`config.mk`:
```
export PLATFORM = sky130hd
export DESIGN_NAME = adcbs_scan_ctrl
export DESIGN_NICKNAME = d
export VERILOG_FILES = /design/src/adcbs_pkg.sv /design/src/adcbs_scan_ctrl.sv /design/src/adcbs_sync.sv
export VERILOG_INCLUDE_DIRS = /design/src
export SDC_FILE = /design/constraint.sdc
export NUM_CORES = 1
export LEC_CHECK = 0
export BUFFER_PORTS_ARGS = -buffer_cell sky130_fd_sc_hd__buf_2
export CAP_MARGIN = 40
export CORE_MARGIN = 2
export CORE_UTILIZATION = 61
export CTS_CLUSTER_SIZE = 28
export DETAILED_ROUTE_END_ITERATION = 6
export GPL_ROUTABILITY_DRIVEN = 0
export GPL_TIMING_DRIVEN = 0
export HOLD_SLACK_MARGIN = 0.1
export PLACE_DENSITY = 0.84
export SKIP_LAST_GASP = 1
export SLEW_MARGIN = 10
export SYNTH_ARGS = -nofsm -noshare
export SYNTH_HDL_FRONTEND = slang
export SYNTH_SLANG_ARGS = --single-unit
```
`constraint.sdc`:
```
create_clock -name CLK_SYS -period 3.6 [get_ports CLK_SYS]
set_input_delay 0.72 -clock CLK_SYS [delete_from_list [all_inputs] [get_ports CLK_SYS]]
set_output_delay 0.72 -clock CLK_SYS [all_outputs]
set_load 0.02 [all_outputs]
```
`src/adcbs_map.svh`:
```
// Purpose: Offsets, field positions, reset values and timing counts of the scan control block
// Assumes: Byte addresses on the register bus, one 32-bit word per register
// Notes: Definitions only
`ifndef ADCBS_MAP_SVH
`define ADCBS_MAP_SVH

`define ADCBS_REG_CTRL 5'h00
`define ADCBS_REG_FUNC_LO 5'h04
`define ADCBS_REG_FUNC_HI 5'h08
`define ADCBS_REG_STATUS 5'h0c
`define ADCBS_REG_APPL_LO 5'h10
`define ADCBS_REG_APPL_HI 5'h14

`define ADCBS_CTRL_SCAN_BIT 0
`define ADCBS_STAT_CMP_BIT 0
`define ADCBS_STAT_BUSY_BIT 1
`define ADCBS_STAT_READY_BIT 2
`define ADCBS_STAT_SCAN_BIT 3

`define ADCBS_CTRL_W 35
`define ADCBS_CHAIN_W 36
`define ADCBS_CMP_POS 35

// Idle pattern: DAC at midpoint, bypass, hold, input 0, pass gate, no precharge
`define ADCBS_CTRL_RST {5'h00, 10'h200, 6'h22, 8'h01, 3'h0, 3'h6}

`define ADCBS_DUMMY_CMPS 10
`define ADCBS_SETTLE_NS 200
`define ADCBS_CLK_NS 100
`define ADCBS_SETTLE_CYC ((`ADCBS_SETTLE_NS + `ADCBS_CLK_NS - 1) / `ADCBS_CLK_NS)

`endif

```
`src/adcbs_pkg.sv`:
```
// Purpose: Types shared by the scan control block
// Assumes: Field order of the control word follows the scan order, highest first
// Notes: None
`default_nettype none
package adcbs_pkg;

    typedef struct packed {
        logic aclk;
        logic gain_path_to_cmp_en;
        logic bandgap_neg_input_en;
        logic converter_power_on;
        logic gain_stage_power_on;
        logic [9:0] dac_code;
        logic gain_bypass_en;
        logic gain_x10_en;
        logic gain_x20_en;
        logic neg_input_ground_en;
        logic hold;
        logic bandgap_dac_ref_en;
        logic [7:0] input_select;
        logic [2:0] neg_select;
        logic gain_passgate_en;
        logic cmp_latch_precharge_n;
        logic switchcap_test_en;
    } adcbs_ctrl_s;

    typedef struct packed {
        logic tck;
        logic tdi;
        logic capture;
        logic shift;
        logic update;
        logic cmp;
    } adcbs_tap_s;

    typedef enum logic [1:0] {
        CONV_OFF,
        CONV_DUMMY,
        CONV_SETTLE,
        CONV_READY
    } adcbs_conv_e;

endpackage
`default_nettype wire

```
`src/adcbs_scan_ctrl.sv`:
```
// Purpose: Scan cells and register control of the converter's analog control lines
// Assumes: Test clock and scan strobes are slow pins, sampled by CLK_SYS
// Notes: Scan mode lets the update latches drive the converter, else registers do
//
// How it works
// - Comparator result is captured into the chain; reads 0 while converter unpowered.
// - Analog clock line clocks gain stages; idles at 0.
// - Gain-path enable joins gain-stage output to comparator; idles at 0.
// - Band-gap enable feeds comparator negative input; idles at 0.
// - Converter power-on powers converter when set; idles at 0.
// - Gain-stage power-on powers the gain stages; idles at 0.
// - Bypass routes channels 0 to 3 around gain stages; idles at 1.
// - Ground enable ties comparator negative input to ground; idles at 0.
// - Hold low samples, high holds; idles at 1.
// - Reference enable selects band-gap as DAC reference; idles at 0.
// - Three-bit negative-input selector for differential measurement; idles at 0.
// - Pass-gate enable for gain stages; idles at 1.
// - Active-low precharge of comparator latch; idles at 1.
// - Switched-cap test routes tenfold stage to converter input 4 pin; idles 0.
// - Power-on in normal mode runs ten dummy comparisons, then waits 200 ns.
`timescale 1ns/10ps
`default_nettype none
`include "adcbs_map.svh"
module adcbs_scan_ctrl
    import adcbs_pkg::*;
#(
    parameter int CMP_DIV = 1,
    parameter int SETTLE_CYC = `ADCBS_SETTLE_CYC
) (
    input wire logic CLK_SYS,
    input wire logic RESETN,
    input wire logic [4:0] AVS_ADDRESS,
    input wire logic AVS_READ,
    input wire logic AVS_WRITE,
    input wire logic [31:0] AVS_WRITEDATA,
    input wire logic [3:0] AVS_BYTEENABLE,
    output logic [31:0] AVS_READDATA,
    output logic AVS_WAITREQUEST,
    input wire logic TAP_TCK,
    input wire logic TAP_TDI,
    input wire logic TAP_CAPTURE,
    input wire logic TAP_SHIFT,
    input wire logic TAP_UPDATE,
    output logic TAP_TDO,
    input wire logic CMP_RESULT,
    output var adcbs_ctrl_s ADC_CTRL,
    output logic ADC_READY,
    output logic CMP_OBSERVED
);

    adcbs_tap_s tap_raw;
    adcbs_tap_s tap_s;
    logic tck_d;
    logic tck_rise;
    logic tck_fall;
    logic [`ADCBS_CHAIN_W-1:0] shift_reg;
    adcbs_ctrl_s upd;
    adcbs_ctrl_s func;
    adcbs_ctrl_s src;
    adcbs_ctrl_s next_ctrl;
    logic [`ADCBS_CTRL_W-1:0] func_bits;
    logic [`ADCBS_CTRL_W-1:0] appl_bits;
    logic scan_mode;
    logic wr_fire;
    logic [31:0] lo_merged;
    logic [31:0] hi_merged;
    logic [31:0] rd_mux;
    adcbs_conv_e conv_state;
    adcbs_conv_e next_state;
    logic pwr_d;
    logic pwr_rise;
    logic [7:0] div_cnt;
    logic cmp_en;
    logic [3:0] cmp_cnt;
    logic [7:0] settle_cnt;
    logic busy;

    function automatic logic [31:0] merge(input logic [31:0] old, input logic [31:0] wd,
                                          input logic [3:0] be);
        logic [31:0] res;
        res = old;
        for (int i = 0; i < 4; i++) begin
            if (be[i]) begin
                res[i*8 +: 8] = wd[i*8 +: 8];
            end
        end
        return res;
    endfunction

    assign tap_raw = '{tck: TAP_TCK, tdi: TAP_TDI, capture: TAP_CAPTURE,
                       shift: TAP_SHIFT, update: TAP_UPDATE, cmp: CMP_RESULT};

    adcbs_sync #(
        .W($bits(adcbs_tap_s))
    ) u_sync (
        .clk(CLK_SYS),
        .resetn(RESETN),
        .d(tap_raw),
        .q(tap_s)
    );

    // Test clock edges found on the synchronised copy
    always_ff @(posedge CLK_SYS or negedge RESETN) begin
        if (!RESETN) begin
            tck_d <= 1'b0;
        end else begin
            tck_d <= tap_s.tck;
        end
    end

    assign tck_rise = tap_s.tck & ~tck_d;
    assign tck_fall = ~tap_s.tck & tck_d;

    // Capture takes the observe bit and the lines as driven now
    always_ff @(posedge CLK_SYS or negedge RESETN) begin
        if (!RESETN) begin
            shift_reg <= '0;
        end else if (tck_rise) begin
            if (tap_s.capture) begin
                shift_reg <= {CMP_OBSERVED, ADC_CTRL};
            end else if (tap_s.shift) begin
                shift_reg <= {tap_s.tdi, shift_reg[`ADCBS_CHAIN_W-1:1]};
            end
        end
    end

    always_ff @(posedge CLK_SYS or negedge RESETN) begin
        if (!RESETN) begin
            TAP_TDO <= 1'b0;
        end else if (tck_fall) begin
            TAP_TDO <= shift_reg[0];
        end
    end

    // Update cells change on the falling test clock so shifting never glitches them
    always_ff @(posedge CLK_SYS or negedge RESETN) begin
        if (!RESETN) begin
            upd <= `ADCBS_CTRL_RST;
        end else if (tck_fall && tap_s.update) begin
            upd <= shift_reg[`ADCBS_CTRL_W-1:0];
        end
    end

    // Register bus: one wait cycle, then the answer
    assign wr_fire = AVS_WRITE & ~AVS_WAITREQUEST;
    assign func_bits = func;
    assign appl_bits = ADC_CTRL;
    assign lo_merged = merge(func_bits[31:0], AVS_WRITEDATA, AVS_BYTEENABLE);
    assign hi_merged = merge({29'h0, func_bits[34:32]}, AVS_WRITEDATA, AVS_BYTEENABLE);

    always_ff @(posedge CLK_SYS or negedge RESETN) begin
        if (!RESETN) begin
            AVS_WAITREQUEST <= 1'b1;
            AVS_READDATA <= 32'h0;
        end else if (!AVS_WAITREQUEST) begin
            AVS_WAITREQUEST <= 1'b1;
        end else if (AVS_READ || AVS_WRITE) begin
            AVS_WAITREQUEST <= 1'b0;
            AVS_READDATA <= rd_mux;
        end
    end

    always_ff @(posedge CLK_SYS or negedge RESETN) begin
        if (!RESETN) begin
            scan_mode <= 1'b0;
        end else if (wr_fire && AVS_ADDRESS == `ADCBS_REG_CTRL && AVS_BYTEENABLE[0]) begin
            scan_mode <= AVS_WRITEDATA[`ADCBS_CTRL_SCAN_BIT];
        end
    end

    always_ff @(posedge CLK_SYS or negedge RESETN) begin
        if (!RESETN) begin
            func <= `ADCBS_CTRL_RST;
        end else if (wr_fire && AVS_ADDRESS == `ADCBS_REG_FUNC_LO) begin
            func <= {func_bits[34:32], lo_merged};
        end else if (wr_fire && AVS_ADDRESS == `ADCBS_REG_FUNC_HI) begin
            func <= {hi_merged[2:0], func_bits[31:0]};
        end
    end

    always_comb begin
        rd_mux = 32'h0;
        case (AVS_ADDRESS)
            `ADCBS_REG_CTRL: rd_mux[`ADCBS_CTRL_SCAN_BIT] = scan_mode;
            `ADCBS_REG_FUNC_LO: rd_mux = func_bits[31:0];
            `ADCBS_REG_FUNC_HI: rd_mux = {29'h0, func_bits[34:32]};
            `ADCBS_REG_STATUS: begin
                rd_mux[`ADCBS_STAT_CMP_BIT] = CMP_OBSERVED;
                rd_mux[`ADCBS_STAT_BUSY_BIT] = busy;
                rd_mux[`ADCBS_STAT_READY_BIT] = ADC_READY;
                rd_mux[`ADCBS_STAT_SCAN_BIT] = scan_mode;
            end
            `ADCBS_REG_APPL_LO: rd_mux = appl_bits[31:0];
            `ADCBS_REG_APPL_HI: rd_mux = {29'h0, appl_bits[34:32]};
            default: rd_mux = 32'h0;
        endcase
    end

    // Each field passes straight to its analog line, except the two gain enables, which both drop when both are set
    always_comb begin
        src = scan_mode ? upd : func;
        next_ctrl = src;
        // Both gains at once would short the stages: drop both instead
        if (src.gain_x10_en && src.gain_x20_en) begin
            next_ctrl.gain_x10_en = 1'b0;
            next_ctrl.gain_x20_en = 1'b0;
        end
    end

    always_ff @(posedge CLK_SYS or negedge RESETN) begin
        if (!RESETN) begin
            ADC_CTRL <= `ADCBS_CTRL_RST;
        end else begin
            ADC_CTRL <= next_ctrl;
        end
    end

    // Unpowered comparator reads low
    always_ff @(posedge CLK_SYS or negedge RESETN) begin
        if (!RESETN) begin
            CMP_OBSERVED <= 1'b0;
        end else begin
            CMP_OBSERVED <= tap_s.cmp & ADC_CTRL.converter_power_on;
        end
    end

    // Dummy conversion after power-on in normal mode
    assign pwr_rise = ADC_CTRL.converter_power_on & ~pwr_d;
    assign cmp_en = (div_cnt == 8'(CMP_DIV - 1));
    assign busy = (conv_state == CONV_DUMMY) || (conv_state == CONV_SETTLE);

    always_comb begin
        next_state = conv_state;
        unique case (conv_state)
            CONV_OFF: begin
                if (pwr_rise) begin
                    next_state = scan_mode ? CONV_READY : CONV_DUMMY;
                end
            end
            CONV_DUMMY: begin
                if (cmp_en && cmp_cnt == 4'(`ADCBS_DUMMY_CMPS - 1)) begin
                    next_state = CONV_SETTLE;
                end
            end
            CONV_SETTLE: begin
                if (settle_cnt == 8'(SETTLE_CYC - 1)) begin
                    next_state = CONV_READY;
                end
            end
            CONV_READY: begin
                next_state = CONV_READY;
            end
        endcase
        if (!ADC_CTRL.converter_power_on) begin
            next_state = CONV_OFF;
        end
    end

    always_ff @(posedge CLK_SYS or negedge RESETN) begin
        if (!RESETN) begin
            conv_state <= CONV_OFF;
            ADC_READY <= 1'b0;
            pwr_d <= 1'b0;
        end else begin
            conv_state <= next_state;
            ADC_READY <= (next_state == CONV_READY);
            pwr_d <= ADC_CTRL.converter_power_on;
        end
    end

    always_ff @(posedge CLK_SYS or negedge RESETN) begin
        if (!RESETN) begin
            div_cnt <= 8'h00;
            cmp_cnt <= 4'h0;
        end else if (conv_state != CONV_DUMMY) begin
            div_cnt <= 8'h00;
            cmp_cnt <= 4'h0;
        end else if (cmp_en) begin
            div_cnt <= 8'h00;
            cmp_cnt <= cmp_cnt + 4'h1;
        end else begin
            div_cnt <= div_cnt + 8'h01;
        end
    end

    always_ff @(posedge CLK_SYS or negedge RESETN) begin
        if (!RESETN) begin
            settle_cnt <= 8'h00;
        end else if (conv_state != CONV_SETTLE) begin
            settle_cnt <= 8'h00;
        end else begin
            settle_cnt <= settle_cnt + 8'h01;
        end
    end

    // Helper: cycles spent in dummy and settle, for the checks below
    logic [7:0] dummy_len;
    logic [7:0] settle_len;

    always_ff @(posedge CLK_SYS or negedge RESETN) begin
        if (!RESETN) begin
            dummy_len <= 8'h00;
            settle_len <= 8'h00;
        end else begin
            dummy_len <= (conv_state == CONV_DUMMY) ? dummy_len + 8'h01 : 8'h00;
            settle_len <= (conv_state == CONV_SETTLE) ? settle_len + 8'h01 : 8'h00;
        end
    end
endmodule
`default_nettype wire

```
`src/adcbs_sync.sv`:
```
// Purpose: Two-stage synchroniser for inputs from outside the system clock
// Assumes: Each bit is an independent level
// Notes: First stage is read by the second stage only
`timescale 1ns/10ps
`default_nettype none
module adcbs_sync #(
    parameter int W = 1
) (
    input wire logic clk,
    input wire logic resetn,
    input wire logic [W-1:0] d,
    output logic [W-1:0] q
);
    logic [W-1:0] meta;

    always_ff @(posedge clk or negedge resetn) begin
        if (!resetn) begin
            meta <= '0;
            q <= '0;
        end else begin
            meta <= d;
            q <= meta;
        end
    end
endmodule
`default_nettype wire

```
==> out/metrics.csv, run 1 <==
metric;value;unit
post-route core utilization;75.0;%
Synth Area in Compound Gates;6.73;%
Yosys top cell by area;dfrtp_1;
pre-CTS WS;526;ps
first-pass detailed-route iteration total;5;
CP required;3980;ps
multiplexer share of the synthesized area;18.6;%
vias;6114;
syn_nets;748;
unrepaired setup endpoints after global routing;false;
#FFs+latches synth;214;
Root Buffer;clkbuf_16;
clock buffer count from CTS;22;
Post-Synth XOR/XNOR Area;1.49;%
layout cells sized above 1;35.2;%
fin crit period;2380;ps
cell area after layout;10500;um^2
fmax;419;MHz
CTS tree;built;
vias in the first global route;6346;
largest fanout on the critical path;10;
R2R Path End;shift_reg[23];
H-tree lvl count;1;
initial antenna violation count;0;
Synth top area share;55.4;%
commonest non-fill, non-tap cell in the layout;dfrtp_1;
clk_skew;20.9;ps
Post-Synth Adder-Cell Area;1.42;%
setup repair bufs after CTS;0;
largest family of logic cells by synthesized area;multiplexers;
die width;124;um
Core Region;14000;um^2
endpoint kind of the worst setup timing path;register;
GRT overflow;0;
HPWL Detailed;13800;um
dominant cells by area after synthesis;dfrtp_1 (55%), mux2_2 (14%), dfstp_2 (5.7%);
Layout Nets;895;
Die Area;15400;um^2
worst skew pair latency;510;ps
Antenna Nets Post-Route;0;
startpoint types;register;
Critical Path Start;u_sync.q[3];
total wire length;20200;um
max-cap violation count;0;
leak pwr;5.20;nW
Worst Hold Margin;287;ps
antenna cell count;0;
worst setup path class;reg2reg;
setup violators final;0;
setup ws final;1220;ps
DR DRC count;0;
max reg flops;36;
run status;completed;
clock sinks;214;
hold buffer count at cts;0;
pin count of the biggest net entering global routing;114;
Yosys cell types;45;
Yosys Warn Count;0;
first-pass GRT wire length;33500;um
commonest cells after routing, fill and taps aside;dfrtp_1 (195), buf_2 (123), mux2_2 (107), nor2_1 (71), nand2_1 (44);
Starting Density;63.0;%
Seq/Total Area, Yosys;61.0;%
post-synthesis cell area;8810;um^2
R2R depth;5;
fin crit share;66.2;%
FF-to-FF setup slack;1220;ps
Synth Area per Inst;12.8;um^2
Clock Tree Buf Depth;3;
CTS resizes;0;
initial DRC count;422;
reg2reg start;u_sync.q[3];
PwrDens;579;nW/um^2
WL/cell;19.6;um
Row Count;43;
Rel. slew slack;41.8;%
vias per inst;5.94;
simple-gate area share of the yosys netlist;8.83;%
IO buf count;121;
Layout area overhead;19.0;%
Reg clk slew, reported paths;70;ps
worst slew pin tran;869;ps
Setup crit end;shift_reg[23];
final hold vios;0;
Hold Path Class;in2async;
I/O pin count;122;
Mapped Cells;687;
Worst EP arrival;2770;ps
Tot GR Track Use;26.7;%
die outline height;124;um
dpl cell area;9680;um^2
VDD IR-drop max;443;uV
Slew Limit Fails;0;
## routing by layer
layer / track usage [%] / share of wire, % / vias up
met5: 0 / 0 / -
met4: 6.61 / 2.8 / 0
met3: 4.56 / 5.7 / 51
met2: 45.8 / 50 / 233
met1: 35.9 / 41 / 3103
li1: - / - / 2727
## worst min path at each step
stage                         startpoint              to  slack [ps]  depth (start not counted)
after floorplan           u_sync.meta[0]     u_sync.q[0]         330                          0
after global placement    u_sync.meta[0]     u_sync.q[0]         330                          0
after detailed placement  u_sync.meta[4]     u_sync.q[4]         340                          0
after CTS                     CMP_RESULT  u_sync.meta[0]         310                          1
after global routing             TAP_TCK  u_sync.meta[5]         310                          1
final                             RESETN       ADC_READY         290                          1
## kinds of logic after synthesis
kind of cell | after synthesis
simple gates | 167
flops | 214
compound gates | 90
mux | 149
fa+ha+maj | 10
buf+inv | 42
xor+xnor | 15
## layout make-up
type | count | area [um^2]
Buffer | 33 | 131
Clock buffer | 29 | 627
Clock inverter | 11 | 174
Fill cell | 907 | 3500
Inverter | 9 | 33.8
Multi-Input combinational cell | 431 | 3270
Sequential cell | 214 | 5380
Tap cell | 180 | 225
Timing Repair Buffer | 123 | 648
## synthesized netlist by cell type
cell	instances
a22oi_1	3
and2_1	7
xnor2_1	5
or3_2	1
nor3_1	4
mux2_2	107
nor4bb_1	1
mux2_1	3
dfrtp_1	195
nor4_1	2
and3_1	6
or4b_1	1
nor4b_4	1
clkbuf_1	21
o211ai_1	1
mux4_2	1
ha_1	10
o21ai_0	42
nor2_1	71
a311oi_1	1
o311a_1	1
inv_1	9
or3_1	2
mux2i_1	38
nor3_2	1
nor2b_1	4
dfstp_2	19
o31ai_1	1
nand3b_1	2
xor2_1	10
buf_2	3
nand2_2	3
a21oi_1	7
nand2b_1	2
a221oi_1	28
a211oi_1	1
nand2_1	44
o21a_1	3
a21o_1	1
buf_4	1
nor4b_1	3
buf_1	8
nor2_2	1
a2111oi_0	1
nand3_1	11
## power by group
| group | total [mW] | leakage, nW | internal [mW] | switching, mW |
|---|---|---|---|---|
| Clock | 2.46 | 0.385 | 1.52 | 0.940 |
| Combinational | 0.760 | 2.01 | 0.307 | 0.453 |
| Sequential | 2.85 | 2.81 | 2.67 | 0.183 |
| Total | 6.07 | 5.20 | 4.49 | 1.58 |
## critical path, stage by stage, from the launching register on
cell and delay, ps:
dfrtp_1 350, clkbuf_1 330, o211ai_1 820, clkbuf_1 440, nand2_1 150, o21ai_0 160
## metrics by stage
| step | total power [mW] | instances | TNS, ps |
|---|---|---|---|
| after floorplan | 3.30 | 687 | 0 |
| after global placement | 3.58 | 988 | -305590 |
| after detailed placement | 3.64 | 989 | 0 |
| after CTS | 6.08 | 1029 | 0 |
| after global routing | 6.30 | 1030 | 0 |
| final | 6.07 | 1030 | 0 |
No activity file was read; power rests on OpenSTA's default activity.
==> run 2, diff against run 1 <==
--- a/config.mk
+++ b/config.mk
@@ -9,13 +9,13 @@
 export BUFFER_PORTS_ARGS = -buffer_cell sky130_fd_sc_hd__buf_2
 export CAP_MARGIN = 40
 export CORE_MARGIN = 2
-export CORE_UTILIZATION = 61
+export CORE_UTILIZATION = 57
 export CTS_CLUSTER_SIZE = 28
 export DETAILED_ROUTE_END_ITERATION = 6
 export GPL_ROUTABILITY_DRIVEN = 0
 export GPL_TIMING_DRIVEN = 0
 export HOLD_SLACK_MARGIN = 0.1
-export PLACE_DENSITY = 0.84
+export PLACE_DENSITY = 0.79
 export SKIP_LAST_GASP = 1
 export SLEW_MARGIN = 10
 export SYNTH_ARGS = -nofsm -noshare
==> constraint.sdc (replaced) <==
create_clock -name CLK_SYS -period 2.35 [get_ports CLK_SYS]
set_input_delay 0.47 -clock CLK_SYS [delete_from_list [all_inputs] [get_ports CLK_SYS]]
set_output_delay 0.47 -clock CLK_SYS [all_outputs]
set_load 0.02 [all_outputs]
==> out/metrics.csv, run 2 (synthesis results as in run 1) <==
metric;value;unit;change
VDD IR-drop max;578;uV;+30%
worst setup path class;in2reg;;
IO buf count;121;;unchanged
R2R Path End;ADC_READY;;
Layout area overhead;19.1;%;
commonest non-fill, non-tap cell in the layout;dfrtp_1;;
layout cells sized above 1;34.3;%;-0.83 points
dpl cell area;9690;um^2;+0.10%
final hold vios;0;;unchanged
reg2reg start;conv_state[0];;
most used cell, CP;buf_2;;
vias in the first global route;6277;;-1.1%
clk_skew;18.2;ps;-2.77 ps
initial DRC count;317;;-25%
Antenna Nets Post-Route;0;;unchanged
R2R depth;7;;+2
endpoint kind of the worst setup timing path;register;;
WL/cell;18.8;um;-4.0%
initial antenna violation count;1;;+1
CP required;2760;ps;-1220 ps
Worst EP arrival;2530;ps;-240 ps
FF-to-FF setup slack;250;ps;-970 ps
vias;6125;;+0.18%
Slew Limit Fails;0;;unchanged
run status;completed;;
max reg flops;36;;unchanged
GRT overflow;0;;unchanged
first-pass detailed-route iteration total;4;;-1
I/O pin count;122;;unchanged
unrepaired setup endpoints after global routing;false;;
clock sinks;214;;unchanged
Tot GR Track Use;24.3;%;-2.4 points
leak pwr;5.20;nW;about the same
die width;128;um;+3.3%
setup violators final;0;;unchanged
die outline height;128;um;+3.3%
DR DRC count;0;;unchanged
fin crit period;2120;ps;
total wire length;19800;um;-2.2%
CTS tree;built;;
H-tree lvl count;1;;unchanged
Placed Instances;997;;+0.81%
CP Cell Sequence;buf_2 > or4b_1 > buf_2 > nor2_2 > clkbuf_1 > a221oi_1 > nor2_1;;
first-pass GRT wire length;31900;um;-5.0%
fin crit share;90.3;%;
worst skew pair latency;510;ps;about the same
PwrDens;852;nW/um^2;+47%
max-cap violation count;0;;unchanged
worst slew pin tran;864;ps;-4.72 ps
Rel. slew slack;41.6;%;-0.24 points
cell area after layout;10500;um^2;+0.12%
commonest cells after routing, fill and taps aside;dfrtp_1 (195), buf_2 (123), mux2_2 (107), nor2_1 (71), nand2_1 (44);;
pin count of the biggest net entering global routing;120;;+5.3%
startpoint types;input port;;
largest fanout on the critical path;10;;unchanged
Row Count;45;;+4.7%
Slowest-stage cell, CP;nor2_2;;
Critical Path Start;AVS_ADDRESS[4];;
Layout Nets;903;;+0.89%
crit-path max cell delay;510;ps;-310 ps
Setup crit end;AVS_READDATA[27];;
HPWL Detailed;13600;um;-1.4%
vias per inst;5.84;;-1.6%
clock buffer count from CTS;23;;+4.5%
Core Region;15100;um^2;+8.3%
Root Buffer;clkbuf_16;;
fmax;471;MHz;
Post-Layout Cell Count;1049;;+1.8%
Clock Tree Buf Depth;3;;unchanged
Hold Path Class;in2reg;;
Reg clk slew, reported paths;60;ps;about the same
Die Area;16500;um^2;+6.8%
Starting Density;58.2;%;-4.8 points
==> run 2: how the worst min path moves through the flow <==
stage	cells past startpoint	slack [ps]	from	endpoint
5_1_grt	2	170	AVS_WRITEDATA[16]	func[16]
6_report	2	180	AVS_WRITEDATA[15]	func[15]
2_1_floorplan	0	170	RESETN	ADC_CTRL[0]
4_1_cts	2	180	AVS_WRITEDATA[16]	func[16]
3_3_place_gp	0	330	u_sync.meta[0]	u_sync.q[0]
3_5_place_dp	0	340	u_sync.meta[3]	u_sync.q[3]
==> run 2: layout make-up <==
type	instances	area (um^2)
Antenna cell	2	5.00
Clock buffer	36	654
Clock inverter	6	58.8
Fill cell	1090	4650
Buffer	33	131
Tap cell	188	235
Multi-Input combinational cell	431	3280
Timing Repair Buffer	130	721
Sequential cell	214	5380
Inverter	9	33.8
==> run 2: through the flow <==
stage          TNS [ps]  worst slack (ps)  total power, mW  hold slack, ps  util, %
2_1_floorplan         0               264             5.06             174        -
3_3_place_gp    -526540             -2560             5.49             332     63.7
3_5_place_dp      -5620              -322             5.57             336     64.0
4_1_cts               0               146             8.98             177     69.2
5_1_grt               0              77.0             9.28             174     69.3
6_report              0               228             8.94             183     69.3
==> run 2: report_power, final <==
part | switching, mW | internal (mW)
Sequential | 0.272 | 4.09
Clock | 1.40 | 2.02
Combinational | 0.684 | 0.478
==> run 2: critical path: cells and delay by family <==
family / cells / cell delay [ps]
buffers and inverters: 3 / 720
and+or+nand+nor: 3 / 1180
AOI/OAI and AO/OA: 1 / 170
==> run 2: what timing repair did <==
| item | CTS | global route |
|---|---|---|
| endpoints found under the setup margin | 0 | 29 |
| buffers inserted | 0 | 1 |
| hold endpoints to repair | 94 | 0 |
| resized for setup | 0 | 2 |
| hold buffers | 7 | 0 |
==> run 2: metal layers <==
layer / GRT usage [%] / vias to the layer above / part of all wire (%)
met3: 3.83 / 45 / 5.7
li1: - / 2751 / -
met4: 7.89 / 0 / 2.8
met5: 0 / - / 0
met2: 40.5 / 214 / 49
met1: 33.2 / 3115 / 42
